--- src/verilog/vpd_map.vh ---
`ifndef VPD_MAP_VH
`define VPD_MAP_VH

// apb register byte offsets
`define VPD_REG_CFG       8'h00
`define VPD_REG_ITEMS     8'h04
`define VPD_REG_GRPW      8'h08
`define VPD_REG_STATIC    8'h0C
`define VPD_REG_STATUS    8'h10
`define VPD_REG_IRQ_EN    8'h14
`define VPD_REG_IRQ_CLR   8'h18
`define VPD_REG_FAILPINS  8'h1C
`define VPD_REG_PINSTATE  8'h20

// cfg fields
`define VPD_CFG_TERM_LSB  0
`define VPD_CFG_TERM_MSB  1
`define VPD_CFG_CAP_BIT   2
`define VPD_CFG_SRC_BIT   3

// termination modes
`define VPD_TERM_HIZ      2'h0
`define VPD_TERM_LOAD     2'h1
`define VPD_TERM_VTERM    2'h2

// status / irq bit positions
`define VPD_ST_FAIL       0
`define VPD_ST_REJECT     1
`define VPD_ST_DONE       2
`define VPD_ST_CAPT       3
`define VPD_ST_W          4

// reset values
`define VPD_RST_CFG       4'h0
`define VPD_RST_ITEMS     8'h01
`define VPD_RST_GRPW      6'h00

// group value modes
`define VPD_GRP_SYM       2'h0
`define VPD_GRP_DRV       2'h1
`define VPD_GRP_CMP       2'h2

// four bit pin symbol codes
`define VPD_SYM_D0        4'h0
`define VPD_SYM_D1        4'h1
`define VPD_SYM_L         4'h2
`define VPD_SYM_H         4'h3
`define VPD_SYM_X         4'h4
`define VPD_SYM_M         4'h5
`define VPD_SYM_V         4'h6
`define VPD_SYM_SRC_D     4'h7
`define VPD_SYM_SRC_E     4'h8
`define VPD_SYM_REPEAT    4'h9

`endif

--- src/verilog/vpd_pin_decoder.v ---
`timescale 1ns/1ps
`include "vpd_map.vh"

module vpd_pin_decoder #(
   parameter NPINS = 8
) (
   input  wire               i_ref_clk,
   input  wire               i_rst,
   input  wire               i_psel,
   input  wire               i_penable,
   input  wire               i_pwrite,
   input  wire [7:0]         i_paddr,
   input  wire [31:0]        i_pwdata,
   output reg  [31:0]        o_prdata,
   output wire               o_pready,
   output reg                o_pslverr,
   input  wire               i_vec_valid,
   input  wire               i_vec_first,
   input  wire               i_burst_end,
   input  wire [7:0]         i_vec_items,
   input  wire [NPINS*4-1:0] i_vec_codes,
   input  wire [1:0]         i_vec_grp_mode,
   input  wire [NPINS-1:0]   i_vec_grp_val,
   input  wire [NPINS-1:0]   i_src_data,
   input  wire [NPINS-1:0]   i_pin_hi,
   input  wire [NPINS-1:0]   i_pin_lo,
   output reg  [NPINS-1:0]   o_drv_en,
   output reg  [NPINS-1:0]   o_drv_val,
   output reg  [NPINS-1:0]   o_term_act,
   output reg  [1:0]         o_term_mode,
   output reg                o_src_take,
   output reg                o_cap_valid,
   output reg  [NPINS-1:0]   o_cap_data,
   output reg  [NPINS-1:0]   o_cap_mask,
   output reg                o_fail,
   output reg  [NPINS-1:0]   o_fail_pins,
   output reg                o_vec_reject,
   output wire               o_irq
);

   reg  [3:0]         cfg_r;
   reg  [7:0]         items_r;
   reg  [5:0]         grpw_r;
   reg  [NPINS-1:0]   static_r;
   reg  [`VPD_ST_W-1:0] status_r;
   reg  [`VPD_ST_W-1:0] irq_en_r;
   reg  [NPINS*4-1:0] code_r;
   reg  [NPINS*4-1:0] ctx_r;
   reg  [NPINS*4-1:0] ctx_d1_r;
   reg  [NPINS*4-1:0] ctx_d2_r;
   reg  [1:0]         chk_r;
   reg                chk2_r;
   reg                static_ld_r;
   reg  [NPINS-1:0]   hi_s1_r;
   reg  [NPINS-1:0]   hi_s2_r;
   reg  [NPINS-1:0]   lo_s1_r;
   reg  [NPINS-1:0]   lo_s2_r;

   wire [NPINS*4-1:0] code_nxt;
   wire [NPINS-1:0]   grp_mask;
   wire [NPINS-1:0]   dec_drv_en;
   wire [NPINS-1:0]   dec_drv_val;
   wire [NPINS-1:0]   dec_src_use;
   wire [NPINS*4-1:0] dec_ctx;
   wire [NPINS-1:0]   fail_now;
   wire [NPINS-1:0]   cap_now;
   wire [`VPD_ST_W-1:0] status_set;
   wire [`VPD_ST_W-1:0] status_clr;
   wire               wr_en;
   wire               rd_setup;
   wire               grp_bad;
   wire               vec_bad;
   wire               apply;
   wire               src_on;
   wire               cap_on;
   wire               grp_narrow;
   wire               grp_wide;
   wire               grp_over;
   wire [NPINS-1:0]   fail_keep;

   assign src_on   = cfg_r[`VPD_CFG_SRC_BIT];
   assign cap_on   = cfg_r[`VPD_CFG_CAP_BIT];
   // no wait states: every register answers in its first access cycle
   assign o_pready = 1'b1;
   assign wr_en    = i_psel & i_penable & i_pwrite;
   assign rd_setup = i_psel & ~i_penable & ~i_pwrite;

   // a value in symbolic mode is ignored; otherwise it must fit the group
   assign grp_narrow = (grpw_r < 6'd2);
   assign grp_wide   = ({26'd0, grpw_r} > NPINS);
   assign grp_over   = |(i_vec_grp_val & ~grp_mask);
   assign grp_bad    = (i_vec_grp_mode != `VPD_GRP_SYM) & (grp_narrow | grp_wide | grp_over);
   assign vec_bad = (i_vec_items != items_r) | grp_bad;
   assign apply   = i_vec_valid & ~vec_bad;

   genvar p;
   generate
      for (p = 0; p < NPINS; p = p + 1) begin : g_pin
         wire [3:0] sym_in;
         wire [3:0] sym_res;
         wire       c_en;
         wire       c_exp;
         wire       c_mid;
         wire       c_vld;
         wire       hi;
         wire       lo;
         wire       drv_pick;
         wire       cmp_pick;

         assign grp_mask[p] = (p < grpw_r);
         assign drv_pick    = (i_vec_grp_mode == `VPD_GRP_DRV) & grp_mask[p];
         assign cmp_pick    = (i_vec_grp_mode == `VPD_GRP_CMP) & grp_mask[p];
         assign sym_in = drv_pick ?
                            (i_vec_grp_val[p] ? `VPD_SYM_D1 : `VPD_SYM_D0) :
                         cmp_pick ?
                            (i_vec_grp_val[p] ? `VPD_SYM_H : `VPD_SYM_L) :
                         i_vec_codes[p*4 +: 4];
         // repeat resolves to the held code, so it also chains across bursts
         assign sym_res = (sym_in == `VPD_SYM_REPEAT) ? code_r[p*4 +: 4] : sym_in;
         assign code_nxt[p*4 +: 4] = sym_res;

         vpd_sym_decode u_dec (
            .i_code    (sym_res),
            .i_src_bit (i_src_data[p]),
            .i_src_on  (src_on),
            .o_drv_en  (dec_drv_en[p]),
            .o_drv_val (dec_drv_val[p]),
            .o_cmp_en  (dec_ctx[p*4+3]),
            .o_exp_val (dec_ctx[p*4+2]),
            .o_mid_chk (dec_ctx[p*4+1]),
            .o_vld_chk (dec_ctx[p*4]),
            .o_src_use (dec_src_use[p])
         );

         assign c_en  = ctx_d2_r[p*4+3];
         assign c_exp = ctx_d2_r[p*4+2];
         assign c_mid = ctx_d2_r[p*4+1];
         assign c_vld = ctx_d2_r[p*4];
         assign hi    = hi_s2_r[p];
         assign lo    = lo_s2_r[p];
         assign fail_now[p] = chk2_r & ((c_en & (c_exp ? ~hi : ~lo)) |
                                        (c_mid & (hi | lo)) |
                                        (c_vld & ~(hi | lo)));
         assign cap_now[p]  = chk2_r & c_vld & cap_on;
      end
   endgenerate

   // comparator inputs come from the pin electronics, outside this clock
   // only the second stage is read; the first may still be settling
   always @(posedge i_ref_clk or posedge i_rst) begin
      if (i_rst) begin
         hi_s1_r <= {NPINS{1'b0}};
         hi_s2_r <= {NPINS{1'b0}};
         lo_s1_r <= {NPINS{1'b0}};
         lo_s2_r <= {NPINS{1'b0}};
      end else begin
         hi_s1_r <= i_pin_hi;
         hi_s2_r <= hi_s1_r;
         lo_s1_r <= i_pin_lo;
         lo_s2_r <= lo_s1_r;
      end
   end

   // pin state: vector apply, software static write, else hold
   always @(posedge i_ref_clk or posedge i_rst) begin
      if (i_rst) begin
         // held codes start as mask, so a repeat before any vector or static write stays idle
         code_r      <= {NPINS{`VPD_SYM_X}};
         ctx_r       <= {NPINS*4{1'b0}};
         o_drv_en    <= {NPINS{1'b0}};
         o_drv_val   <= {NPINS{1'b0}};
         o_term_act  <= {NPINS{1'b1}};
         o_src_take  <= 1'b0;
         chk_r       <= 2'b00;
      end else begin
         o_src_take <= apply & (|dec_src_use);
         chk_r      <= {chk_r[0], apply};
         if (apply) begin
            code_r     <= code_nxt;
            ctx_r      <= dec_ctx;
            o_drv_en   <= dec_drv_en;
            o_drv_val  <= dec_drv_val;
            o_term_act <= ~dec_drv_en;
         end else if (static_ld_r) begin
            // a vector applied in the same cycle wins over a pending static write
            code_r     <= {NPINS*4{1'b0}} | static_codes(static_r);
            ctx_r      <= {NPINS*4{1'b0}};
            o_drv_en   <= {NPINS{1'b1}};
            o_drv_val  <= static_r;
            o_term_act <= {NPINS{1'b0}};
         end
         // burst end changes nothing: the last vector state persists
      end
   end

   function [NPINS*4-1:0] static_codes;
      input [NPINS-1:0] lvl;
      integer k;
      begin
         static_codes = {NPINS*4{1'b0}};
         for (k = 0; k < NPINS; k = k + 1) begin
            static_codes[k*4 +: 4] = lvl[k] ? `VPD_SYM_D1 : `VPD_SYM_D0;
         end
      end
   endfunction

   // checks wait two edges so they line up with the synchronised comparators
   always @(posedge i_ref_clk or posedge i_rst) begin
      if (i_rst) begin
         ctx_d1_r    <= {NPINS*4{1'b0}};
         ctx_d2_r    <= {NPINS*4{1'b0}};
         chk2_r      <= 1'b0;
         o_fail      <= 1'b0;
         o_fail_pins <= {NPINS{1'b0}};
         o_cap_valid <= 1'b0;
         o_cap_data  <= {NPINS{1'b0}};
         o_cap_mask  <= {NPINS{1'b0}};
         o_vec_reject <= 1'b0;
         o_term_mode <= `VPD_TERM_HIZ;
      end else begin
         ctx_d1_r     <= ctx_r;
         ctx_d2_r     <= ctx_d1_r;
         chk2_r       <= chk_r[1];
         o_fail       <= |fail_now;
         o_vec_reject <= i_vec_valid & vec_bad;
         o_term_mode  <= cfg_r[`VPD_CFG_TERM_MSB:`VPD_CFG_TERM_LSB];
         o_cap_valid  <= |cap_now;
         o_cap_mask   <= cap_now;
         o_cap_data   <= hi_s2_r & cap_now;
         o_fail_pins  <= fail_keep | fail_now;
      end
   end

   // failure map restarts with each burst; a new failure wins over the restart
   assign fail_keep = (apply & i_vec_first) ? {NPINS{1'b0}} : o_fail_pins;

   assign status_set[`VPD_ST_FAIL]   = |fail_now;
   assign status_set[`VPD_ST_REJECT] = i_vec_valid & vec_bad;
   assign status_set[`VPD_ST_DONE]   = i_burst_end;
   assign status_set[`VPD_ST_CAPT]   = |cap_now;
   assign status_clr = (wr_en && i_paddr == `VPD_REG_IRQ_CLR) ? i_pwdata[`VPD_ST_W-1:0] : {`VPD_ST_W{1'b0}};
   assign o_irq = |(status_r & irq_en_r);

   // apb slave: zero wait states, read data captured in the setup cycle
   always @(posedge i_ref_clk or posedge i_rst) begin
      if (i_rst) begin
         cfg_r       <= `VPD_RST_CFG;
         items_r     <= `VPD_RST_ITEMS;
         grpw_r      <= `VPD_RST_GRPW;
         static_r    <= {NPINS{1'b0}};
         static_ld_r <= 1'b0;
         irq_en_r    <= {`VPD_ST_W{1'b0}};
         status_r    <= {`VPD_ST_W{1'b0}};
         o_prdata    <= 32'h0000_0000;
         o_pslverr   <= 1'b0;
      end else begin
         // set wins over a clear in the same cycle
         status_r    <= (status_r & ~status_clr) | status_set;
         static_ld_r <= wr_en && (i_paddr == `VPD_REG_STATIC);
         if (wr_en) begin
            case (i_paddr)
               `VPD_REG_CFG:    cfg_r    <= i_pwdata[3:0];
               `VPD_REG_ITEMS:  items_r  <= i_pwdata[7:0];
               `VPD_REG_GRPW:   grpw_r   <= i_pwdata[5:0];
               `VPD_REG_STATIC: static_r <= i_pwdata[NPINS-1:0];
               `VPD_REG_IRQ_EN: irq_en_r <= i_pwdata[`VPD_ST_W-1:0];
               default:         cfg_r    <= cfg_r;
            endcase
         end
         if (i_psel & ~i_penable) begin
            o_pslverr <= 1'b0;
            o_prdata  <= 32'h0000_0000;
            case (i_paddr)
               `VPD_REG_CFG:      if (rd_setup) o_prdata <= {28'h000_0000, cfg_r};
               `VPD_REG_ITEMS:    if (rd_setup) o_prdata <= {24'h00_0000, items_r};
               `VPD_REG_GRPW:     if (rd_setup) o_prdata <= {26'd0, grpw_r};
               `VPD_REG_STATIC:   if (rd_setup) o_prdata <= {{(32-NPINS){1'b0}}, static_r};
               `VPD_REG_STATUS:   if (rd_setup) o_prdata <= {28'h000_0000, status_r};
               `VPD_REG_IRQ_EN:   if (rd_setup) o_prdata <= {28'h000_0000, irq_en_r};
               `VPD_REG_IRQ_CLR:  o_prdata <= 32'h0000_0000;
               `VPD_REG_FAILPINS: if (rd_setup) o_prdata <= {{(32-NPINS){1'b0}}, o_fail_pins};
               // both pin maps share one word, so NPINS may not exceed 16
               `VPD_REG_PINSTATE: if (rd_setup) o_prdata <= {{(32-2*NPINS){1'b0}}, o_drv_val, o_drv_en};
               default:           o_pslverr <= 1'b1;
            endcase
         end
      end
   end

endmodule // vpd_pin_decoder

--- src/verilog/vpd_sym_decode.v ---
`timescale 1ns/1ps
`include "vpd_map.vh"

module vpd_sym_decode (
   input  wire [3:0] i_code,
   input  wire       i_src_bit,
   input  wire       i_src_on,
   output reg        o_drv_en,
   output reg        o_drv_val,
   output reg        o_cmp_en,
   output reg        o_exp_val,
   output reg        o_mid_chk,
   output reg        o_vld_chk,
   output reg        o_src_use
);

   always @* begin
      o_drv_en  = 1'b0;
      o_drv_val = 1'b0;
      o_cmp_en  = 1'b0;
      o_exp_val = 1'b0;
      o_mid_chk = 1'b0;
      o_vld_chk = 1'b0;
      o_src_use = 1'b0;
      case (i_code)
         `VPD_SYM_D0: o_drv_en = 1'b1;
         `VPD_SYM_D1: begin
            o_drv_en  = 1'b1;
            o_drv_val = 1'b1;
         end
         `VPD_SYM_L: o_cmp_en = 1'b1;
         `VPD_SYM_H: begin
            o_cmp_en  = 1'b1;
            o_exp_val = 1'b1;
         end
         `VPD_SYM_M: o_mid_chk = 1'b1;
         `VPD_SYM_V: o_vld_chk = 1'b1;
         // without a configured source these fall back to mask
         `VPD_SYM_SRC_D: begin
            o_drv_en  = i_src_on;
            o_drv_val = i_src_on & i_src_bit;
            o_src_use = i_src_on;
         end
         `VPD_SYM_SRC_E: begin
            o_cmp_en  = i_src_on;
            o_exp_val = i_src_on & i_src_bit;
            o_src_use = i_src_on;
         end
         default: o_drv_en = 1'b0;
      endcase
   end

endmodule // vpd_sym_decode
--- config.mk ---
export PLATFORM = sky130hd
export DESIGN_NAME = vpd_pin_decoder
export DESIGN_NICKNAME = d
export VERILOG_FILES = /design/src/verilog/vpd_pin_decoder.v /design/src/verilog/vpd_sym_decode.v
export VERILOG_INCLUDE_DIRS = /design/src /design/src/verilog
export SDC_FILE = /design/constraint.sdc
export NUM_CORES = 1
export LEC_CHECK = 0
export BUFFER_PORTS_ARGS = -buffer_cell sky130_fd_sc_hd__buf_4
export CORE_ASPECT_RATIO = 1.25
export CORE_MARGIN = 2
export CORE_UTILIZATION = 40
export DETAILED_ROUTE_END_ITERATION = 10
export HOLD_SLACK_MARGIN = 0.12
export PLACE_DENSITY = 0.6
export SYNTH_ARGS = -nofsm -noshare
export SYNTH_HDL_FRONTEND = slang
export SYNTH_SLANG_ARGS = --single-unit
export TNS_END_PERCENT = 50
--- constraint.sdc ---
create_clock -name i_ref_clk -period 14.4 [get_ports i_ref_clk]
set_input_delay 2.16 -clock i_ref_clk [delete_from_list [all_inputs] [get_ports i_ref_clk]]
set_output_delay 2.16 -clock i_ref_clk [all_outputs]
set_load 0.05 [all_outputs]
==> impl.org, run 1 <==
** Status
- Result of the run :: finished, final reports clean

** GRT
- Global routing finished with a remaining overflow of 0.
- Wire length of the first global-routing pass :: 55100 um
- Across every metal layer, demand over resource in global routing totals 22.8%.
- Vias in the first global route :: 9179
- Largest net degree at the start of global routing :: 146
- The number of antenna violations at the first check in global routing came to 0.

** Pwr
- Static leakage :: 6.64 nW
- Per report_power, the clock group accounts for 44.5% of the total.
- Per report_power, the sequential group accounts for 46.5% of the total.
- Cell Pwr Density :: 115 mW/mm^2
- Switching part of the total :: 25.3%
- In this run the power spent charging and discharging nets is 424 uW.
- Largest vdd supply drop :: 0.0000708 V
- The internal portion of the total power is 1.25 mW.
- Combinational Power Share :: 9.0%

** Logic synthesis
- Synthesis inferred 269 register bits.
- Number of flops mapped to enable cells by yosys :: 0
- Post-synthesis sequential area ratio :: 56.3%
- In the synthesized netlist the dominant register cell turns out to be sky130_fd_sc_hd__dfrtp_1.
- During synthesis, Yosys emitted a total of 0 warnings.
- Post-synthesis cell area :: 0.0120 mm^2
- Synthesis produced a netlist whose cell count is 1064.
- Synth async-reset ratio :: 100%
- Each instance of the synthesized netlist takes up on average 11.3 um^2.
- Count of cell types in the netlist :: 80

** STA
- After layout, the worst path uses 30.0% of the clock period.
- Setup repair after global routing left no endpoint under its margin.
- Summed over all failing endpoints, the final setup total negative slack is 0 ns.
- Setup violations remaining at the end of the flow were counted as 0.
- Final hold violations :: 0
- The final-report max-slew violation count is 0.
- The worst path in the final design needs a cycle of 4.32 ns, including I/O delays and setup.
- Tightest Pin Transition :: 1.28 ns
- Rel. slew slack :: 14.0%
- Between clock sinks in the finished design, the worst skew comes to 0.0144 ns.
- Smallest hold slack :: 0.341 ns
- For this run, the top clock speed supported by timing is 0.231 GHz.

** Worst setup path
- STA puts the critical path data required time at 14.76 ns.
- CP peak stage delay :: 1.05 ns
- The worst setup path is captured at a flop.
- Largest fanout on the critical path :: 53
- Worst setup SP type :: primary input
- Kind of critical path :: in -> reg
- Slowest cell on the critical path :: sky130_fd_sc_hd__nor2_1
- Critical path cell sequence :: buf_4, xnor2_1, nand4_1, nor2_1, nand2_1, buf_4, nor2_1, o21ai_0
- Arrival time worst endpoint :: 4.68 ns

** CTS
- Setup fix buffers added after clock tree synthesis :: 0
- Source-to-sink clock delay at the later pin of the worst-skew pair :: 0.55 ns
- Clock tree synthesis inserted a total of 29 buffers.
- CTS H-tree lvls :: 1
- Hold buffer count at cts :: 0
- After clock tree synthesis, the repair step resized 0 gates.
- In this run the clock root is driven by a sky130_fd_sc_hd__clkbuf_16.
- The clock passes through at most 3 buffers.
- For this design, the sink count on the clock tree is 269.
- Clock tree from TritonCTS :: built
- After clock tree synthesis, the clock-pin slew on the worst setup and hold paths is 0.06 ns.

** Floorplanning
- Area of the die :: 0.0314 mm^2
- Initial cell density of the core :: 40.8%
- Core region area :: 0.0294 mm^2
- In this run the horizontal extent of the chip is 159 um.
- The floorplan has 70 rows.
- The die is 198 um tall.
- 211 I/O pins were placed.

** Placed design
- DPL Wire Length :: 25400 um
- During placement, the flow inserted port buffers numbering 169.
- Routability-driven placement finished with a final weighted congestion of 0.914.
- Counting tap cells, the placed design contains a total of 1585 instances.

** Route
- Final routed wire length divided by cell count :: 21.9 um
- DRT antenna net count :: 0
- Number of iterations in the first detailed-routing pass :: 5
- For this block, the via count after detailed routing is 9372.
- The detailed router finished its first iteration with 747 violations.
- After detailed routing, the total wire length is 35900 um.
- Number of remaining DRC errors :: 0
- DR vias/cell :: 5.72

** Cells and area
- Number of inserted filler cells in the final layout :: 2781
- Count of nets after finishing :: 1342
- The repair_antennas step left the layout with diodes totalling 0.
- Fin cells :: 1638
- From synthesis to final layout, the design area changed by 21.2%.
- For this run, the share of the core covered by cells in the final layout is 49.4%.
- The post-route netlist has 26.9% of its cells at a drive strength greater than 1.

** Hold path
- HP Class :: reg -> reg

** Run
- The tool flagged a number of max-cap violations equal to 0.
-- metrics by stage --
step / power (mW) / setup slack [ns] / area (um^2)
finish: 1.68 / 10.08 / 14500
global route: 1.74 / 9.88 / 14500
CTS: 1.69 / 10.15 / 14500
detailed placement: 0.943 / 9.58 / 13600
global placement: 0.943 / 9.61 / 13600
floorplan: 0.884 / 4.86 / 12100
-- routing by layer --
metal / routed length (um) / GRT usage, % / vias to the layer above
met4: 1230 / 7.88 / 0
li1: - / - / 4287
met2: 17700 / 38.7 / 352
met1: 14900 / 29.8 / 4665
met5: 0 / 0 / -
met3: 2040 / 3.46 / 68
-- worst paths after layout --
check	from	to	slack (ns)	depth (start not counted)
worst max-delay path	i_vec_items[1]	code_r[27]	10.08	8
worst max register to register	grpw_r[1]	o_src_take	11.11	6
max in group asynchronous	i_rst	o_drv_val[7]	10.34	4
worst min-delay path	ctx_d1_r[1]	ctx_d2_r[1]	0.34	0
worst min register to register	ctx_d1_r[1]	ctx_d2_r[1]	0.34	0
min in group asynchronous	i_rst	o_cap_data[4]	1.85	2
-- layout make-up --
type,count,area [um^2],area share [%]
clock inverter,17,166,1.14
clock buffer,36,802,5.52
multi-input combinational,705,4830,33.3
sequential,269,6750,46.4
inverter,36,143,0.981
timing repair buffer,179,1340,9.24
tap,396,495,3.41
-- Yosys cell counts (all sizes together), types with 19 or more instances --
cell type | number | area share, %
nand3 | 26 | 1.1
dfrtp | 252 | 53
a31o | 27 | 2.0
nand2 | 58 | 1.8
clkbuf | 31 | 0.97
inv | 36 | 1.1
nor2 | 39 | 1.2
mux2 | 34 | 3.2
nand2b | 24 | 1.3
o211ai | 32 | 2.0
buf | 38 | 2.0
and2 | 19 | 0.99
nand4 | 19 | 0.99
a21oi | 28 | 1.2
nor3 | 49 | 2.2
o21ai | 73 | 3.2
mux2i | 43 | 3.6
and3 | 19 | 0.99
-- flip-flops by register name (all words and copies together), names as in the netlist, 6 cells and up --
name	count
hi_s2_r	8
lo_s1_r	8
ctx_r	32
o_drv_en	8
items_r	8
ctx_d1_r	32
code_r	32
ctx_d2_r	32
grpw_r	6
o_cap_mask	8
o_term_act	8
o_cap_data	8
o_prdata	16
lo_s2_r	8
o_drv_val	8
static_r	8
hi_s1_r	8
o_fail_pins	8
-- kinds of logic after synthesis --
kind of cell              share of synthesized area (%)
xor gates and xnor gates                          0.793
buffers and inverters                              4.11
DFF                                                56.3
and+or+nand+nor                                    14.1
AOI/OAI and AO/OA                                  17.9
other                                            0.0626
muxes                                              6.78
-- worst max-delay path: cells and delay by family --
family / cells / cell delay, ns
simple gates: 4 / 1.65
xor+xnor: 1 / 0.14
buf+inv: 2 / 0.44
compound gates: 1 / 0.25
-- power by group through the flow --
| stage | sequential, mW | clock, mW | combinational [mW] |
|---|---|---|---|
| 3_3_place_gp | 0.793 | 0 | 0.150 |
| 4_1_cts | 0.780 | 0.764 | 0.150 |
| 2_1_floorplan | 0.800 | 0 | 0.0840 |
| 6_report | 0.780 | 0.746 | 0.150 |
| 5_1_grt | 0.781 | 0.799 | 0.163 |
| 3_5_place_dp | 0.793 | 0 | 0.150 |
-- placed cells by master (no fill, tap or decap), drive strengths merged, types with 24 or more instances in the layout --
cell type	synthesis	layout
o21ai	73	73
nor3	49	49
dfrtp	252	252
a31o	27	27
nor2	39	39
a21oi	28	28
mux2	34	34
inv	36	39
mux2i	43	43
buf	38	179
clkbuf	31	36
nand3	26	26
nand2	58	58
nand2b	24	24
o211ai	32	32
Power figures use the tool's default switching activity.
==> run 2, diff against run 1 <==
- clock period: 14.4 -> 4.1 ns (I/O delays scaled with it)
==> run 2 against run 1 <==
Net effect: via count rose by 0.28%; setup slack got worse by 9.0 ns; register-to-register slack got worse by 10 ns; die area did not move; final area rose by 0.92%; combinational power rose to 3.6 times the previous value; utilization rose by 0.45 points; count of clock-buffer cells in the layout did not move; sequential share of layout area fell by 0.42 points; largest cell class unchanged.
==> impl.org, run 2 (synthesized netlist as in run 1, its figures left out) <==
** Floorplanning
- The total die area is 0.0314 mm^2 (unchanged).
- Initial cell density of the core :: 40.8% (unchanged)
- Core region area :: 0.0294 mm^2 (unchanged)
- Placement row count :: 70 (unchanged)
- Die Span Y :: 198 um (unchanged)
- The number of I/O pins is 211 (unchanged).
- Die X-Extent :: 159 um (unchanged)

** GRT
- Wire length of the first global-routing pass :: 55400 um (+0.49%)
- Remaining global-route overflow :: 0 (unchanged)
- Tot GR Track Use :: 22.8% (+0.085 points)
- Largest net degree at the start of global routing :: 90 (-38%)
- Initial antenna violation count :: 0 (unchanged)
- The number of global-route vias before repair is 9216 (+0.40%).

** Worst setup path
- The data arrival at the endpoint of the critical path was 3.50 ns (-1.18 ns).
- The setup path with the least slack is of type reg -> reg.
- Reg2Reg Capture Point :: ctx_r[3]
- The endpoint required time on the critical path came to 4.58 ns (-10.18 ns).
- Worst setup SP type :: flop
- The depth of the worst register-to-register path was 7 (+1).
- The worst setup path is captured at a flop.
- In this run the critical register-to-register path is launched from grpw_r[2].
- The register-to-register setup slack came to 1.08 ns (-10.03 ns).
- The largest fanout of any net on the critical path is 30 (-43%).

** Cells and area
- Number of inserted filler cells in the final layout :: 2703 (-2.8%)
- Multi-input gate area :: 0.00483 mm^2 (-0.16%)
- Summed area of non-filler cells in the final layout :: 0.0147 mm^2 (+0.92%)
- The area taken by flip-flops and latches came to 0.00675 mm^2 (unchanged).
- Area growth syn-to-layout :: 22.3%
- The final core utilization came to 49.9% (+0.45 points).
- The library cell used most frequently in the layout, excluding fill and tap cells, is sky130_fd_sc_hd__dfrtp_1.
- Inserted Diodes :: 0 (unchanged)
- The net count reported at finish came to 1356 (+1.0%).
- The proportion of layout cells with a drive suffix above 1 came to 27.2% (+0.30 points).
- Commonest cells after routing, fill and taps aside :: sky130_fd_sc_hd__dfrtp_1, sky130_fd_sc_hd__buf_4, sky130_fd_sc_hd__o21ai_0

** STA
- The worst-case headroom to the max-slew limit is 38.6% (+25 points).
- The setup TNS is 0 ns (unchanged).
- The final-report max-slew violation count was 0 (unchanged).
- Dividing the final minimum period by the clock period gives 73.7%.
- Tightest Pin Transition :: 0.922 ns (-0.363 ns)
- Min Tclk post-route :: 3.02 ns
- Setup repair after global routing missed its margin :: false
- The clock skew is 0.0130 ns (-0.00133 ns).
- Final hold violations :: 0 (unchanged)
- Final setup violation count :: 0 (unchanged)
- Timing would allow up to 0.331 GHz.

** CTS
- The number of H-tree levels came to 1 (unchanged).
- The total clock buffers created by CTS is 28 (-3.4%).
- Clock tree from TritonCTS :: built
- The clock-pin slew reported for the worst setup and hold paths after clock tree synthesis was 0.07 ns (about the same).
- The CTS sink count is 269 (unchanged).
- PostCTS Resize Cnt :: 0 (unchanged)
- Setup fix buffers added after clock tree synthesis :: 0 (unchanged)
- Hold buffer count at cts :: 0 (unchanged)
- Cell at the root of the clock tree :: sky130_fd_sc_hd__clkbuf_16
- The number of buffers on the longest clock path came to 3 (unchanged).
- Source-to-sink clock delay at the later pin of the worst-skew pair :: 0.55 ns (about the same)

** Route
- The average wire per cell in the routed design was 21.8 um (-0.58%).
- The total vias in the final route was 9398 (+0.28%).
- The post-detailed-route count of antenna-violating nets was 0 (unchanged).
- DR vias/cell :: 5.70 (-0.45%)
- Number of iterations in the first detailed-routing pass :: 5 (unchanged)
- Number of remaining DRC errors :: 0 (unchanged)
- Drt total wl :: 36000 um (+0.15%)
- Count of routing violations after the opening detailed-route iteration :: 726 (-2.8%)

** Pwr
- Static leakage :: 6.71 nW (+1.1%)
- Cell Pwr Density :: 406 mW/mm^2 (+250%)
- Largest vdd supply drop :: 0.000270 V (+280%)

** Status
- The flow ran to the end, and the final reports show no timing, DRC or antenna violations.

** Hold path
- End point of the most critical hold path :: lo_s1_r[3]
- HP Class :: in -> reg
- Min-Delay Path Depth :: 1 (+1)
- Hold Startpoint :: i_pin_lo[3]

** Run
- The max-capacitance violation count was 0 (unchanged).

** Placed design
- The placed cell area is 0.0137 mm^2 (+0.99%).
- DPL Wire Length :: 26500 um (+4.2%)
- Global placement routability congestion :: 0.923 (+0.93%)
- The number of buffers added on ports is 169 (unchanged).
-- run 2: changes by cell type in the layout (fill, tap and decap cells not counted), sizes merged --
cell      before  now
buf          179  194
bufinv         2    5
clkinv         5    6
clkinvlp       7    4
inv           39   35
-- run 2: stage by stage --
stage / worst slack [ns] / std cells / hold slack (ns) / power, mW
6_report: 1.08 / 1650 / 0.172 / 5.95
5_1_grt: 0.908 / 1650 / 0.154 / 6.18
4_1_cts: 1.18 / 1650 / 0.153 / 6.00
3_5_place_dp: 0.987 / 1600 / 0.335 / 3.32
3_3_place_gp: 0.977 / 1600 / 0.332 / 3.32
2_1_floorplan: -0.0546 / 1079 / 0.331 / 3.10
-- run 2: report_power, final --
part           internal (mW)  switching [mW]  total (mW)
registers               2.70          0.0367        2.74
clock network           1.63            1.05        2.67
logic                  0.181           0.354       0.536
-- run 2: routing by layer --
layer  routed length (um)  track usage [%]  up-vias
li1                     -                -     4315
met1                15100             29.9     4665
met2                17600             38.6      352
met3                 1740             3.02       66
met4                 1540             9.23        0
met5                    0                0        -
-- run 2: worst max path at each step --
stage                    start  slack, ns    endpoint
2_1_floorplan            i_rst      -0.05    cfg_r[0]
3_3_place_gp   i_vec_codes[21]       0.98  o_src_take
3_5_place_dp   i_vec_codes[21]       0.99  o_src_take
4_1_cts              grpw_r[2]       1.18    ctx_r[3]
5_1_grt              grpw_r[2]       0.91    ctx_r[3]
6_report             grpw_r[2]       1.08    ctx_r[3]
-- run 2: critical path: stages, from the launching register on --
cell and delay [ns]:
sky130_fd_sc_hd__dfrtp_1 0.70, sky130_fd_sc_hd__o21bai_1 0.19, sky130_fd_sc_hd__a21oi_1 0.08, sky130_fd_sc_hd__o31ai_1 0.49, sky130_fd_sc_hd__a41oi_4 0.39, sky130_fd_sc_hd__buf_4 0.37
sky130_fd_sc_hd__a2111oi_0 0.55, sky130_fd_sc_hd__a31o_2 0.18
-- run 2: final cells by class --
class                   instances  area share, %
flip-flops and latches        269           46.0
multi-input cells             705           32.9
repair buffers                194           10.1
clock buffers                  36           5.19
well taps                     396           3.38
clock inverters                14           1.46
inverters                      36          0.947
